--- config.mk ---
export PLATFORM = sky130hd
export DESIGN_NAME = coprocessor_event_detect
export DESIGN_NICKNAME = d
export VERILOG_FILES = /design/src/shared/event_pkg.sv /design/src/core/event_rise.sv /design/src/core/coprocessor_event_detect.sv
export SDC_FILE = /design/constraint.sdc
export NUM_CORES = 1
export LEC_CHECK = 0
export BUFFER_PORTS_ARGS = -buffer_cell sky130_fd_sc_hd__clkbuf_2
export CAP_MARGIN = 5
export CORE_AREA = 2 2 134 136
export DETAILED_ROUTE_END_ITERATION = 10
export DIE_AREA = 0 0 136 138
export GPL_TIMING_DRIVEN = 0
export PLACE_DENSITY = 0.64
export REMOVE_ABC_BUFFERS = 1
export SYNTH_ARGS = -nofsm -noshare
export SYNTH_HDL_FRONTEND = slang
export SYNTH_SLANG_ARGS = --single-unit
--- constraint.sdc ---
create_clock -name CLK -period 4.75 [get_ports CLK]
set_clock_uncertainty 0.05 [all_clocks]
set_input_delay 0.95 -clock CLK [delete_from_list [all_inputs] [get_ports CLK]]
set_output_delay 0.95 -clock CLK [all_outputs]
set_load 0.005 [all_outputs]
--- src/shared/event_pkg.sv ---
`default_nettype none
package event_pkg;
  localparam int          EV_W        = 32;
  localparam int          CNT_W       = 8;
  localparam int          NSRC        = 9;
  // bit index = 31 minus the big-endian field position
  localparam int          BIT_TAG     = 0;
  localparam int          BIT_STALL   = 1;
  localparam int          BIT_CMDQ    = 3;
  localparam int          BIT_INMB    = 4;
  localparam int          BIT_DEC     = 5;
  localparam int          BIT_OUTIMB  = 6;
  localparam int          BIT_OUTMB   = 7;
  localparam int          BIT_SIG2    = 8;
  localparam int          BIT_SIG1    = 9;
  localparam int          BIT_RESV    = 10;
  localparam int          BIT_ATTN    = 11;
  localparam int          BIT_MSYNC   = 12;
  localparam logic [31:0] EV_VALID    = 32'h00001FFB;
  localparam logic [31:0] PEND_RESET  = 32'h00000000;
  localparam logic [31:0] MASK_RESET  = 32'h00000000;
  localparam logic [31:0] DEC_RESET   = 32'h00000000;
  localparam logic [7:0]  CNT_ONE     = 8'h01;
  // source order: tag, lsn, cmdq, inmb, outmb, outimb, sig2, sig1, msync
  localparam int          SRC_BIT [0:NSRC-1] = '{BIT_TAG, BIT_STALL, BIT_CMDQ, BIT_INMB,
                                                 BIT_OUTMB, BIT_OUTIMB, BIT_SIG2, BIT_SIG1,
                                                 BIT_MSYNC};
  localparam int          SRC_MSYNC   = 8;
  localparam int          DEC_INTERVAL_NS = 80;
  localparam int          CLK_MHZ     = 200;
  localparam int          DEC_TICK_CYCLES = (DEC_INTERVAL_NS * CLK_MHZ) / 1000;
  localparam int          TICK_W      = 8;

  typedef struct packed {
    logic [CNT_W-1:0] tag;
    logic [CNT_W-1:0] lsn;
    logic [CNT_W-1:0] cmdq;
    logic [CNT_W-1:0] inmb;
    logic [CNT_W-1:0] outmb;
    logic [CNT_W-1:0] outimb;
    logic [CNT_W-1:0] sig2;
    logic [CNT_W-1:0] sig1;
    logic [CNT_W-1:0] msync;
  } counts_s;

  typedef struct packed {
    logic        valid;
    logic [31:0] data;
  } chan_wr_s;
endpackage
`default_nettype wire

--- src/core/event_rise.sv ---
`default_nettype none
module event_rise (
  input  wire logic clk,
  input  wire logic rst,
  input  wire logic zero,
  input  wire logic hit,
  output logic      rise
);
  logic prev_zero_reg;

  // remembers whether the count stood at zero last cycle
  always_ff @(posedge clk or posedge rst) begin
    if (rst) begin
      prev_zero_reg <= 1'b1;
    end else begin
      prev_zero_reg <= zero;
    end
  end

  assign rise = prev_zero_reg & hit;
endmodule
`default_nettype wire

--- src/core/coprocessor_event_detect.sv ---
`default_nettype none
module coprocessor_event_detect
  import event_pkg::*;
(
  input  wire logic     CLK,
  input  wire logic     RST,
  input  wire counts_s  COUNTS,
  input  wire chan_wr_s MASK_WR,
  input  wire chan_wr_s ACK_WR,
  input  wire chan_wr_s RESTORE_WR,
  input  wire chan_wr_s DEC_LOAD,
  input  wire logic     STAT_RD,
  input  wire logic     PRIV_WR,
  input  wire logic     PRIV_ATTN,
  input  wire logic     RES_LOST,
  input  wire logic     LIST_STALL_DONE,
  output logic [31:0]   STAT_DATA,
  output logic          STAT_COUNT,
  output logic [31:0]   MASK_OUT,
  output logic [31:0]   PEND_OUT,
  output logic [31:0]   DEC_COUNT,
  output logic          DEC_RUNNING,
  output logic          LIST_SUSPEND
);
  logic [CNT_W-1:0]  src_cnt [0:NSRC-1];
  logic [NSRC-1:0]   src_rise;
  logic [31:0]       ev_set;
  logic [31:0]       ack_clr;
  logic [31:0]       pend_reg;
  logic [31:0]       mask_reg;
  logic [31:0]       stat_reg;
  logic [31:0]       dec_reg;
  logic              msb_prev_reg;
  logic              dec_run_reg;
  logic [TICK_W-1:0] tick_cnt_reg;
  logic              tick;
  logic              dec_set;
  logic              suspend_reg;
  logic              dec_stop;

  function automatic logic nonzero(input logic [CNT_W-1:0] c);
    return c != '0;
  endfunction

  assign src_cnt[0] = COUNTS.tag;
  assign src_cnt[1] = COUNTS.lsn;
  assign src_cnt[2] = COUNTS.cmdq;
  assign src_cnt[3] = COUNTS.inmb;
  assign src_cnt[4] = COUNTS.outmb;
  assign src_cnt[5] = COUNTS.outimb;
  assign src_cnt[6] = COUNTS.sig2;
  assign src_cnt[7] = COUNTS.sig1;
  assign src_cnt[8] = COUNTS.msync;

  // zero-to-nonzero detectors, sync source needs exactly one
  genvar g;
  generate
    for (g = 0; g < NSRC; g++) begin : g_src
      event_rise u_rise (
        .clk  (CLK),
        .rst  (RST),
        .zero (!nonzero(src_cnt[g])),
        .hit  ((g == SRC_MSYNC) ? (src_cnt[g] == CNT_ONE) : nonzero(src_cnt[g])),
        .rise (src_rise[g])
      );
    end
  endgenerate

  // decrementer interval divider, restarted by a load
  always_ff @(posedge CLK or posedge RST) begin
    if (RST) begin
      tick_cnt_reg <= '0;
    end else if (DEC_LOAD.valid || tick) begin
      tick_cnt_reg <= '0;
    end else begin
      tick_cnt_reg <= tick_cnt_reg + 1'b1;
    end
  end

  assign tick = (tick_cnt_reg == TICK_W'(DEC_TICK_CYCLES - 1));

  // stops when its event is acknowledged while disabled
  assign dec_stop = ACK_WR.valid && ACK_WR.data[BIT_DEC] && !mask_reg[BIT_DEC];

  always_ff @(posedge CLK or posedge RST) begin
    if (RST) begin
      dec_run_reg <= 1'b0;
    end else if (DEC_LOAD.valid) begin
      dec_run_reg <= 1'b1;
    end else if (dec_stop) begin
      dec_run_reg <= 1'b0;
    end
  end

  always_ff @(posedge CLK or posedge RST) begin
    if (RST) begin
      dec_reg <= DEC_RESET;
    end else if (DEC_LOAD.valid) begin
      dec_reg <= DEC_LOAD.data;
    end else if (dec_run_reg && tick) begin
      dec_reg <= dec_reg - 32'h00000001;
    end
  end

  always_ff @(posedge CLK or posedge RST) begin
    if (RST) begin
      msb_prev_reg <= 1'b0;
    end else begin
      msb_prev_reg <= dec_reg[31];
    end
  end

  // also fires straight after a load that raises the top bit
  assign dec_set = dec_reg[31] && !msb_prev_reg;

  // gather all event sources into one set vector
  always_comb begin
    ev_set = '0;
    for (int i = 0; i < NSRC; i++) begin
      ev_set[SRC_BIT[i]] = src_rise[i];
    end
    ev_set[BIT_DEC]  = dec_set;
    ev_set[BIT_RESV] = RES_LOST;
    ev_set[BIT_ATTN] = PRIV_WR && PRIV_ATTN;
    ev_set           = ev_set & EV_VALID;
  end

  assign ack_clr = ACK_WR.valid ? ACK_WR.data : '0;

  // pending word, mask independent, set beats acknowledge
  always_ff @(posedge CLK or posedge RST) begin
    if (RST) begin
      pend_reg <= PEND_RESET;
    end else if (RESTORE_WR.valid) begin
      pend_reg <= (RESTORE_WR.data & EV_VALID) | ev_set;
    end else begin
      pend_reg <= (pend_reg & ~ack_clr) | ev_set;
    end
  end

  always_ff @(posedge CLK or posedge RST) begin
    if (RST) begin
      mask_reg <= MASK_RESET;
    end else if (MASK_WR.valid) begin
      mask_reg <= MASK_WR.data & EV_VALID;
    end
  end

  // status sampled at read time from current mask and pending
  always_ff @(posedge CLK or posedge RST) begin
    if (RST) begin
      stat_reg <= '0;
    end else if (STAT_RD) begin
      stat_reg <= pend_reg & mask_reg;
    end
  end

  // list processing held after a stall-flagged element
  always_ff @(posedge CLK or posedge RST) begin
    if (RST) begin
      suspend_reg <= 1'b0;
    end else if (LIST_STALL_DONE) begin
      suspend_reg <= 1'b1;
    end else if (ack_clr[BIT_STALL]) begin
      suspend_reg <= 1'b0;
    end
  end

  assign STAT_COUNT   = |(pend_reg & mask_reg);
  assign STAT_DATA    = stat_reg;
  assign MASK_OUT     = mask_reg;
  assign PEND_OUT     = pend_reg;
  assign DEC_COUNT    = dec_reg;
  assign DEC_RUNNING  = dec_run_reg;
  assign LIST_SUSPEND = suspend_reg;
endmodule
`default_nettype wire

==> impl_metrics.toml, run 1 <==
[yosys]
yosys_warnings = 0
synth_simple_gate_area_share_pct = 21.1
ys.flop_type = "dfrtp_1"
synthXorXnorAreaFrac_pct = 2.08
yosys.area_share.adder_pct = 0.457
synth.area.top_cells = "dfrtp_1, or4_1, buf_4"
synth_area_mm2 = 0.00548
synthMuxAreaShare_pct = 2.47
synth_top_family_by_area = "simple AND/OR/NAND/NOR gates"
postSynthCellCount = 568
synth_edf_count = 0
seq_area_frac_synth_pct = 49.6
ys_top_cells_by_count = "dfrtp_1, nand2_1, or4_1, buf_4, o21ai_0"
yosysMostFrequentCell = "dfrtp_1"
yosysTopAreaCellShare_pct = 45.2
postSynthAreaPerCell_um2 = 9.64
synth-async-reset-ratio_pct = 100
synth_area_leader_cell = "dfrtp_1"
synth_compound_area_share_pct = 14.2
yosys_register_bits = 108
yosysUniqueCellTypes = 45

[setup_path]
r2r-end = "DEC_COUNT[22]"
r2r_cells = 4
start_kind = "input port"
regToRegSetupSlack_ns = 2.10
crit_path_max_fanout = 40
r2r-start = "DEC_COUNT[4]"
critPathCaptureType = "flop"
arrival_ns = 2.99
crit_required_ns = 4.92
crit_type = "in2reg"

[min_path]
min_to = "msb_prev_reg"
hold_path_class = "reg2reg"
holdPathStages = 0
holdCritStartpoint = "DEC_COUNT[31]"

[detailed_routing]
wl_um = 15800
first_pass_iters = 4
drc = 0
ant_nets = 0
drtIter0Drc = 197
viasPerCell = 4.80
routedWlPerCell_um = 15.1
vias = 5029

[clock_tree]
clk_pin_slew_ns = 0.07
cts-htree-levels = 3
cts.path.max_buffers = 2
postCtsSetupBuffers = 0
cts-root-buf = "clkbuf_16"
cts_num_sinks = 108
cts_hold_buf = 0
cts_tree = "built"
cts_resized = 0
numCtsBuffers = 9
insertion_delay_ns = 0.35

[finish]
final_core_util_pct = 40.7
drive_above_1_share_pct = 37.7
syn2layout_area_growth_pct = 30.2
n_fill_cell = 1826
insertedDiodeCount = 0
nets = 1026
multi_input_comb_area_mm2 = 0.00235
seq_area_mm2 = 0.00271

[global_routing]
grt_pass1_vias = 5015
use_met2_pct = 29.2
antenna_found_initial = 0
grt_use_met3_pct = 3.63
grt_usage_pct = 17.1
grt_max_degree = 75
grt_pass1_wl_um = 25400
busiest_layer = "met2"
met1_usage_pct = 21.4
grt_remaining_overflow = 0

[power_and_ir_drop]
p_leak_nw = 3.31
cellPowerDensity_mw_per_mm2 = 299
clockPowerShare_pct = 36.6
switchingPower_mw = 0.587
ir_worst_vdd_mv = 0.160
p_int_mw = 1.54
p_comb_share_pct = 14.2
seq_power_share_pct = 49.2
switching_share_pct = 27.6

[sta]
setup_violations = 0
tightest_slew_ns = 1.21
period_share_pct = 59.2
hold_slack_ns = 0.440
rsz0062_at_grt = "no"
fmax_mhz = 355
period_needed_ns = 2.81
timing_hold_violations_final = 0
slew_headroom_pct = 19.0
slew_viol_final = 0

[die]
die-area_mm2 = 0.0188
fp.dieW_um = 136
start_util_pct = 31.2
row_count = 49
io-pin-count = 342
coreArea_mm2 = 0.0175
die_h_um = 138

[placement]
port_buffers = 261
place.gp.congestion = 0.783
hpwl_um = 11900

[job]
maxCapViolCount = 0

[run_status]
outcome = "finished clean"
[cells by family after synthesis]
logic type,Yosys count
mux,12
flops,108
xor+xnor,13
buf+inv,103
simple gates,211
fa+ha+maj,2
other cells,1
compound gates,118
[worst max path at each step]
stage                     depth (start not counted)             to  slack, ns    startpoint
after floorplan                                   1   DEC_COUNT[0]       0.92           RST
after detailed placement                          5  DEC_COUNT[31]       1.58  DEC_LOAD[32]
after CTS                                         5  DEC_COUNT[31]       1.94  DEC_LOAD[32]
after global placement                            2   LIST_SUSPEND      -0.60           RST
final                                             5  DEC_COUNT[31]       1.94  DEC_LOAD[32]
after global routing                              5  DEC_COUNT[31]       1.64  DEC_LOAD[32]
[power by group through the flow]
| stage | combinational, mW | clock, mW | sequential, mW |
|---|---|---|---|
| final | 0.302 | 0.779 | 1.05 |
| after global routing | 0.345 | 0.836 | 1.06 |
| after CTS | 0.310 | 0.805 | 1.05 |
| after detailed placement | 0.308 | 0 | 1.07 |
| after global placement | 0.301 | 0 | 1.06 |
| after floorplan | 0.121 | 0 | 1.05 |
[through the flow]
step / setup WS (ns) / total power, mW / cell area [um2] / setup TNS, ns / instances
floorplan: 0.919 / 1.17 / 5200 / 0 / 540
global placement: -0.596 / 1.37 / 6800 / -58.32 / 1030
detailed placement: 1.58 / 1.38 / 6830 / 0 / 1031
CTS: 1.94 / 2.16 / 7130 / 0 / 1047
global route: 1.64 / 2.24 / 7130 / 0 / 1047
finish: 1.94 / 2.13 / 7130 / 0 / 1047
[metal layers]
metal  up-vias  routed length (um)  part of all wire (%)
li1       2479                   -                     -
met5         -                   0                     0
met2       189                7820                    49
met3        13                 993                   6.3
met1      2348                6800                    43
met4         0                 216                   1.4
[cell type report]
cell class / instances / area share (%)
flip-flops and latches: 108 / 38.1
multi-input cells: 396 / 33.0
repair buffers: 262 / 18.7
well taps: 229 / 4.02
clock buffers: 10 / 3.21
inverters: 36 / 1.97
clock inverters: 6 / 1.02
[critical path, stage by stage]
cell and delay, ns:
clkbuf_2 0.53, inv_1 0.75, and3_1 0.42, a221oi_1 0.20
nand3_1 0.12
[layout by cell type (no fill, tap or decap), drive strengths merged, types with 15 or more instances in the layout]
| cell | count |
|---|---|
| a211oi | 20 |
| a31oi | 16 |
| clkbuf | 271 |
| conb | 40 |
| dfrtp | 99 |
| inv | 38 |
| nand2 | 54 |
| nand3 | 24 |
| nor2 | 35 |
| o21ai | 37 |
| o31ai | 15 |
| or4 | 52 |
Note: power is estimated with default switching activity, not from simulation.
==> run 2: changes to the inputs <==
CORE_AREA = 2 2 133 135   (was 2 2 134 136)
DIE_AREA = 0 0 135 137   (was 0 0 136 138)
PLACE_DENSITY = 0.68   (was 0.64)
clock period = 2.34 ns   (was 4.75 ns; I/O delays follow)
==> run 2 against run 1 <==
The run now ends with negative setup slack left. Sequential power up 100%. Global-route usage increased by 0.91 points. Via count up 4.5%. Power increased by 110%. Final cell count up 2.1%. Non-clock buffer count up 23. Hold slack got worse by 0.23 ns. Worst setup slack got worse by 2.0 ns. Register-to-register slack lost 2.1 ns. Flip-flop and latch count unchanged. Largest power group unchanged. Highest routed layer unchanged.
==> impl_metrics.toml, run 2 (same netlist as run 1, synthesis figures left out) <==
[die]
fp.dieW_um = 135
io-pin-count = 342
die_h_um = 137
die-area_mm2 = 0.0185
start_util_pct = 32.1
coreArea_mm2 = 0.0171
row_count = 48

[sta]
rsz0062_at_grt = "yes"
setup_violations = 6
tns_ns = -0.198
fmax_mhz = 418
slew_viol_final = 0
tightest_slew_ns = 0.959
period_share_pct = 102
slew_headroom_pct = 36.1
timing_hold_violations_final = 0
setup_ws_ns = -0.0498
period_needed_ns = 2.39

[setup_path]
start_kind = "flop"
critPathLaunch = "tick_cnt_reg[6]"
crit_path_max_fanout = 8
critPathCaptureType = "flop"
crit_required_ns = 2.56
arrival_ns = 2.61
crit_type = "reg2reg"
r2r-start = "tick_cnt_reg[6]"

[finish]
final_cell_mix = "clkbuf_2, dfrtp_1, nand2_1"
drive_above_1_share_pct = 41.9
design_area_mm2 = 0.00743
n_fill_cell = 1700
insertedDiodeCount = 0
instances_no_fill = 1069
nets = 1052
final_common_cell = "clkbuf_2"
syn2layout_area_growth_pct = 35.6

[placement]
port_buffers = 261
hpwl_um = 11900
place.gp.congestion = 0.787
dp_slack_ns = -0.354
place_area_mm2 = 0.00682
dpl.cell_count = 1027

[min_path]
hold_path_class = "in2reg"
holdCritStartpoint = "COUNTS[0]"

[global_routing]
grt_pass1_vias = 4863
grt_max_degree = 67
grt_usage_pct = 18.0
grt_remaining_overflow = 0
grt_use_met3_pct = 3.63
grt_pass1_wl_um = 25800
met1_usage_pct = 21.8
use_met2_pct = 31.6
antenna_found_initial = 0
busiest_layer = "met2"

[detailed_routing]
wl_um = 16900
ant_nets = 0
viasPerCell = 4.91
first_pass_iters = 4
drtIter0Drc = 255
routedWlPerCell_um = 15.8
vias = 5253
drc = 0

[clock_tree]
insertion_delay_ns = 0.36
cts.path.max_buffers = 2
cts_num_sinks = 108
cts_hold_buf = 0
clk_pin_slew_ns = 0.07
numCtsBuffers = 9
cts-root-buf = "clkbuf_16"
cts_tree = "built"
cts-htree-levels = 3

[power_and_ir_drop]
p_leak_nw = 3.43
ir_worst_vdd_mv = 0.352
cellPowerDensity_mw_per_mm2 = 593
total_power_mw = 4.41

[job]
maxCapViolCount = 0

[run_status]
outcome = "complete, but fails checks"
violations = "negative setup slack"
-- run 2: cell count changes in the layout (fill, tap and decap cells not counted), sizes merged --
cell / before / now
or4: 52 / 54
buf: 1 / 25
inv: 38 / 36
clkbuf: 271 / 270
clkinvlp: 1 / 4
-- run 2: worst max-delay path, stage by stage (launching register included) --
cell and delay, ns:
dfrtp_2 0.41, or4_4 0.57, or4_4 0.57, buf_4 0.20, or3_1 0.33, a31oi_2 0.18
-- run 2: repair_timing --
item / in CTS / in global routing
buffers inserted: 12 / 11
gates resized for setup: 13 / 14
pin swaps: 15 / 23
endpoints found under the hold margin: 0 / 0
setup endpoints to repair: 24 / 29
cloned: 2 / 1
-- run 2: per-layer routing --
| metal | routed length [um] | vias up |
|---|---|---|
| li1 | - | 2539 |
| met1 | 6810 | 2475 |
| met2 | 8720 | 222 |
| met3 | 1120 | 17 |
| met4 | 266 | 0 |
| met5 | 0 | - |
-- run 2: layout make-up --
| type | count | area, um2 | area share, % |
|---|---|---|---|
| clock buffers | 10 | 239 | 3.22 |
| clock inverters | 6 | 71.3 | 0.960 |
| inverters | 36 | 141 | 1.90 |
| multi-input cells | 398 | 2440 | 32.9 |
| flip-flops and latches | 108 | 2720 | 36.6 |
| well taps | 225 | 282 | 3.79 |
| repair buffers | 285 | 1530 | 20.5 |
| repair inverters | 1 | 7.51 | 0.101 |
-- run 2: where the power goes --
group          switching (mW)  internal [mW]
Sequential              0.145           1.98
Combinational           0.332          0.321
Clock                   0.756          0.869
-- run 2: path summary, 6_finish.rpt --
path | endpoint | slack, ns | depth (start not counted)
max | DEC_COUNT[14] | -0.05 | 5
min | g_src[8].u_rise.prev_zero_reg | 0.21 | 2
max reg2reg | DEC_COUNT[14] | -0.05 | 5
min reg2reg | msb_prev_reg | 0.41 | 0
max in group asynchronous | tick_cnt_reg[4] | 1.28 | 3
min in group asynchronous | PEND_OUT[12] | 0.24 | 2
-- run 2: per-stage QoR --
stage                     util, %  hold slack [ns]
after detailed placement     40.0            0.395
after global routing         43.6            0.196
after global placement       39.8            0.385
after floorplan                 -            0.375
final                        43.6            0.213
after CTS                    42.8            0.194
==> run 3: changes to the inputs <==
CORE_AREA = 2 2 132 134   (was 2 2 133 135)
DIE_AREA = 0 0 134 136   (was 0 0 135 137)
HOLD_SLACK_MARGIN = 0.06   (was not set)
PLACE_DENSITY = 0.66   (was 0.68)
RECOVER_POWER = 100   (was not set)
clock period = 2.8 ns   (was 2.34 ns; I/O delays follow)
==> run 3 against run 2 <==
The run ends with max-capacitance violations, max-slew violations left. Register-to-register slack better by 0.20 ns. Combinational power fell by 24%. Final area fell by 5.0%. Sequential share of layout area up 1.8 points. Non-clock buffer count is 23 lower. Wire length shrank 7.1%. Core utilization decreased by 1.7 points. Final cell count fell by 2.4%. Highest routed layer unchanged.
==> impl_metrics.toml, run 3 (same netlist as run 1, synthesis figures left out) <==
[power_and_ir_drop]
p_leak_nw = 3.11
total_power_mw = 3.62
ir_worst_vdd_mv = 0.277
cellPowerDensity_mw_per_mm2 = 513

[die]
row_count = 48
start_util_pct = 32.5
die_h_um = 136
coreArea_mm2 = 0.0169
die-area_mm2 = 0.0182
io-pin-count = 342
fp.dieW_um = 134

[global_routing]
grt_pass1_vias = 4693
grt_usage_pct = 17.1
grt_pass1_wl_um = 24400
grt_max_degree = 57
antenna_found_initial = 0
grt_remaining_overflow = 0

[detailed_routing]
vias = 5013
routedWlPerCell_um = 15.1
first_pass_iters = 4
ant_nets = 0
drc = 0
drtIter0Drc = 206
wl_um = 15700
viasPerCell = 4.81

[min_path]
hold_path_class = "in2reg"
holdPathStages = 2

[finish]
final_common_cell = "clkbuf_2"
final_cell_mix = "clkbuf_2, dfrtp_1, clkbuf_1"
insertedDiodeCount = 0
syn2layout_area_growth_pct = 28.8
nets = 1026
drive_above_1_share_pct = 29.6
n_fill_cell = 1742

[setup_path]
start_kind = "flop"
r2r_cells = 4
crit_required_ns = 3.02
arrival_ns = 2.87
crit_path_max_fanout = 18
critPathCaptureType = "flop"
crit_type = "reg2reg"

[sta]
slew_viol_final = 131
fmax_mhz = 377
period_share_pct = 94.8
setup_violations = 0
period_needed_ns = 2.65
tns_ns = 0
tightest_slew_ns = 2.15
timing_hold_violations_final = 0
rsz0062_at_grt = "no"
slew_headroom_pct = -43.7

[clock_tree]
cts_hold_buf = 0
insertion_delay_ns = 0.36
cts-root-buf = "clkbuf_16"
cts_tree = "built"
cts.path.max_buffers = 2
numCtsBuffers = 9
cts-htree-levels = 3
clk_pin_slew_ns = 0.08
cts_num_sinks = 108

[job]
maxCapViolCount = 3

[run_status]
violations = "max-capacitance violations, max-slew violations"
outcome = "complete, but fails checks"

[placement]
port_buffers = 261
place.gp.congestion = 0.762
hpwl_um = 11800
==> run 3: cell count changes in the layout (fill, tap and decap cells not counted), sizes merged <==
cell,delta
or4,-2
buf,-22
clkinvlp,-2
inv,+1
clkbuf,-1
==> run 3: worst paths after layout <==
| check | to | from | slack, ns |
|---|---|---|---|
| worst min-delay path | g_src[8].u_rise.prev_zero_reg | COUNTS[0] | 0.28 |
| worst min register to register | msb_prev_reg | DEC_COUNT[31] | 0.41 |
| min in group asynchronous | DEC_COUNT[15] | RST | 0.85 |
| max in group asynchronous | PEND_OUT[2] | RST | 0.60 |
| worst max register to register | DEC_COUNT[22] | tick_cnt_reg[4] | 0.15 |
| worst max-delay path | DEC_COUNT[22] | tick_cnt_reg[4] | 0.15 |
==> run 3: metal layers <==
| layer | part of all wire [%] | vias up | GRT usage [%] |
|---|---|---|---|
| li1 | - | 2478 | - |
| met1 | 43 | 2337 | 21.3 |
| met2 | 50 | 186 | 29.6 |
| met3 | 6.6 | 12 | 3.77 |
| met4 | 1.3 | 0 | 5.38 |
| met5 | 0 | - | 0 |
==> run 3: worst max-delay path, cell delays in order (launching register included) <==
cell and delay [ns]:
dfrtp_1 0.45, or4_4 0.62, or4_1 0.74, or4_1 0.54
a31oi_1 0.16
==> run 3: through the flow <==
stage          util, %  cell area [um2]  std cells  setup WS (ns)  hold WS (ns)
6_report          41.8             7060       1043          0.146         0.276
5_1_grt           41.8             7060       1043         0.0319         0.265
4_1_cts           42.3             7130       1043          0.149         0.261
3_5_place_dp      40.4             6820       1027         0.0593         0.398
3_3_place_gp      40.2             6790       1026          -2.09         0.393
2_1_floorplan        -             5200        540         -0.641         0.375
==> run 3: cell type report <==
type                    instances  area, um2  share of cell area [%]
flip-flops and latches        108       2710                    38.5
multi-input cells             396       2360                    33.5
inverters                      36        135                    1.92
clock inverters                 6       71.3                    1.01
repair buffers                262       1250                    17.7
well taps                     225        282                    3.99
clock buffers                  10        239                    3.39
==> run 3: report_power, final <==
part	leakage [nW]	internal, mW	switching, mW
sequential	1.32	1.66	0.118
combinational	1.65	0.236	0.259
clock	0.145	0.726	0.626
total	3.11	2.62	1.00
==> run 3: what timing repair did <==
action	CTS	global route
gates resized for setup	0	1
setup endpoints to repair	0	2
setup buffers	0	0
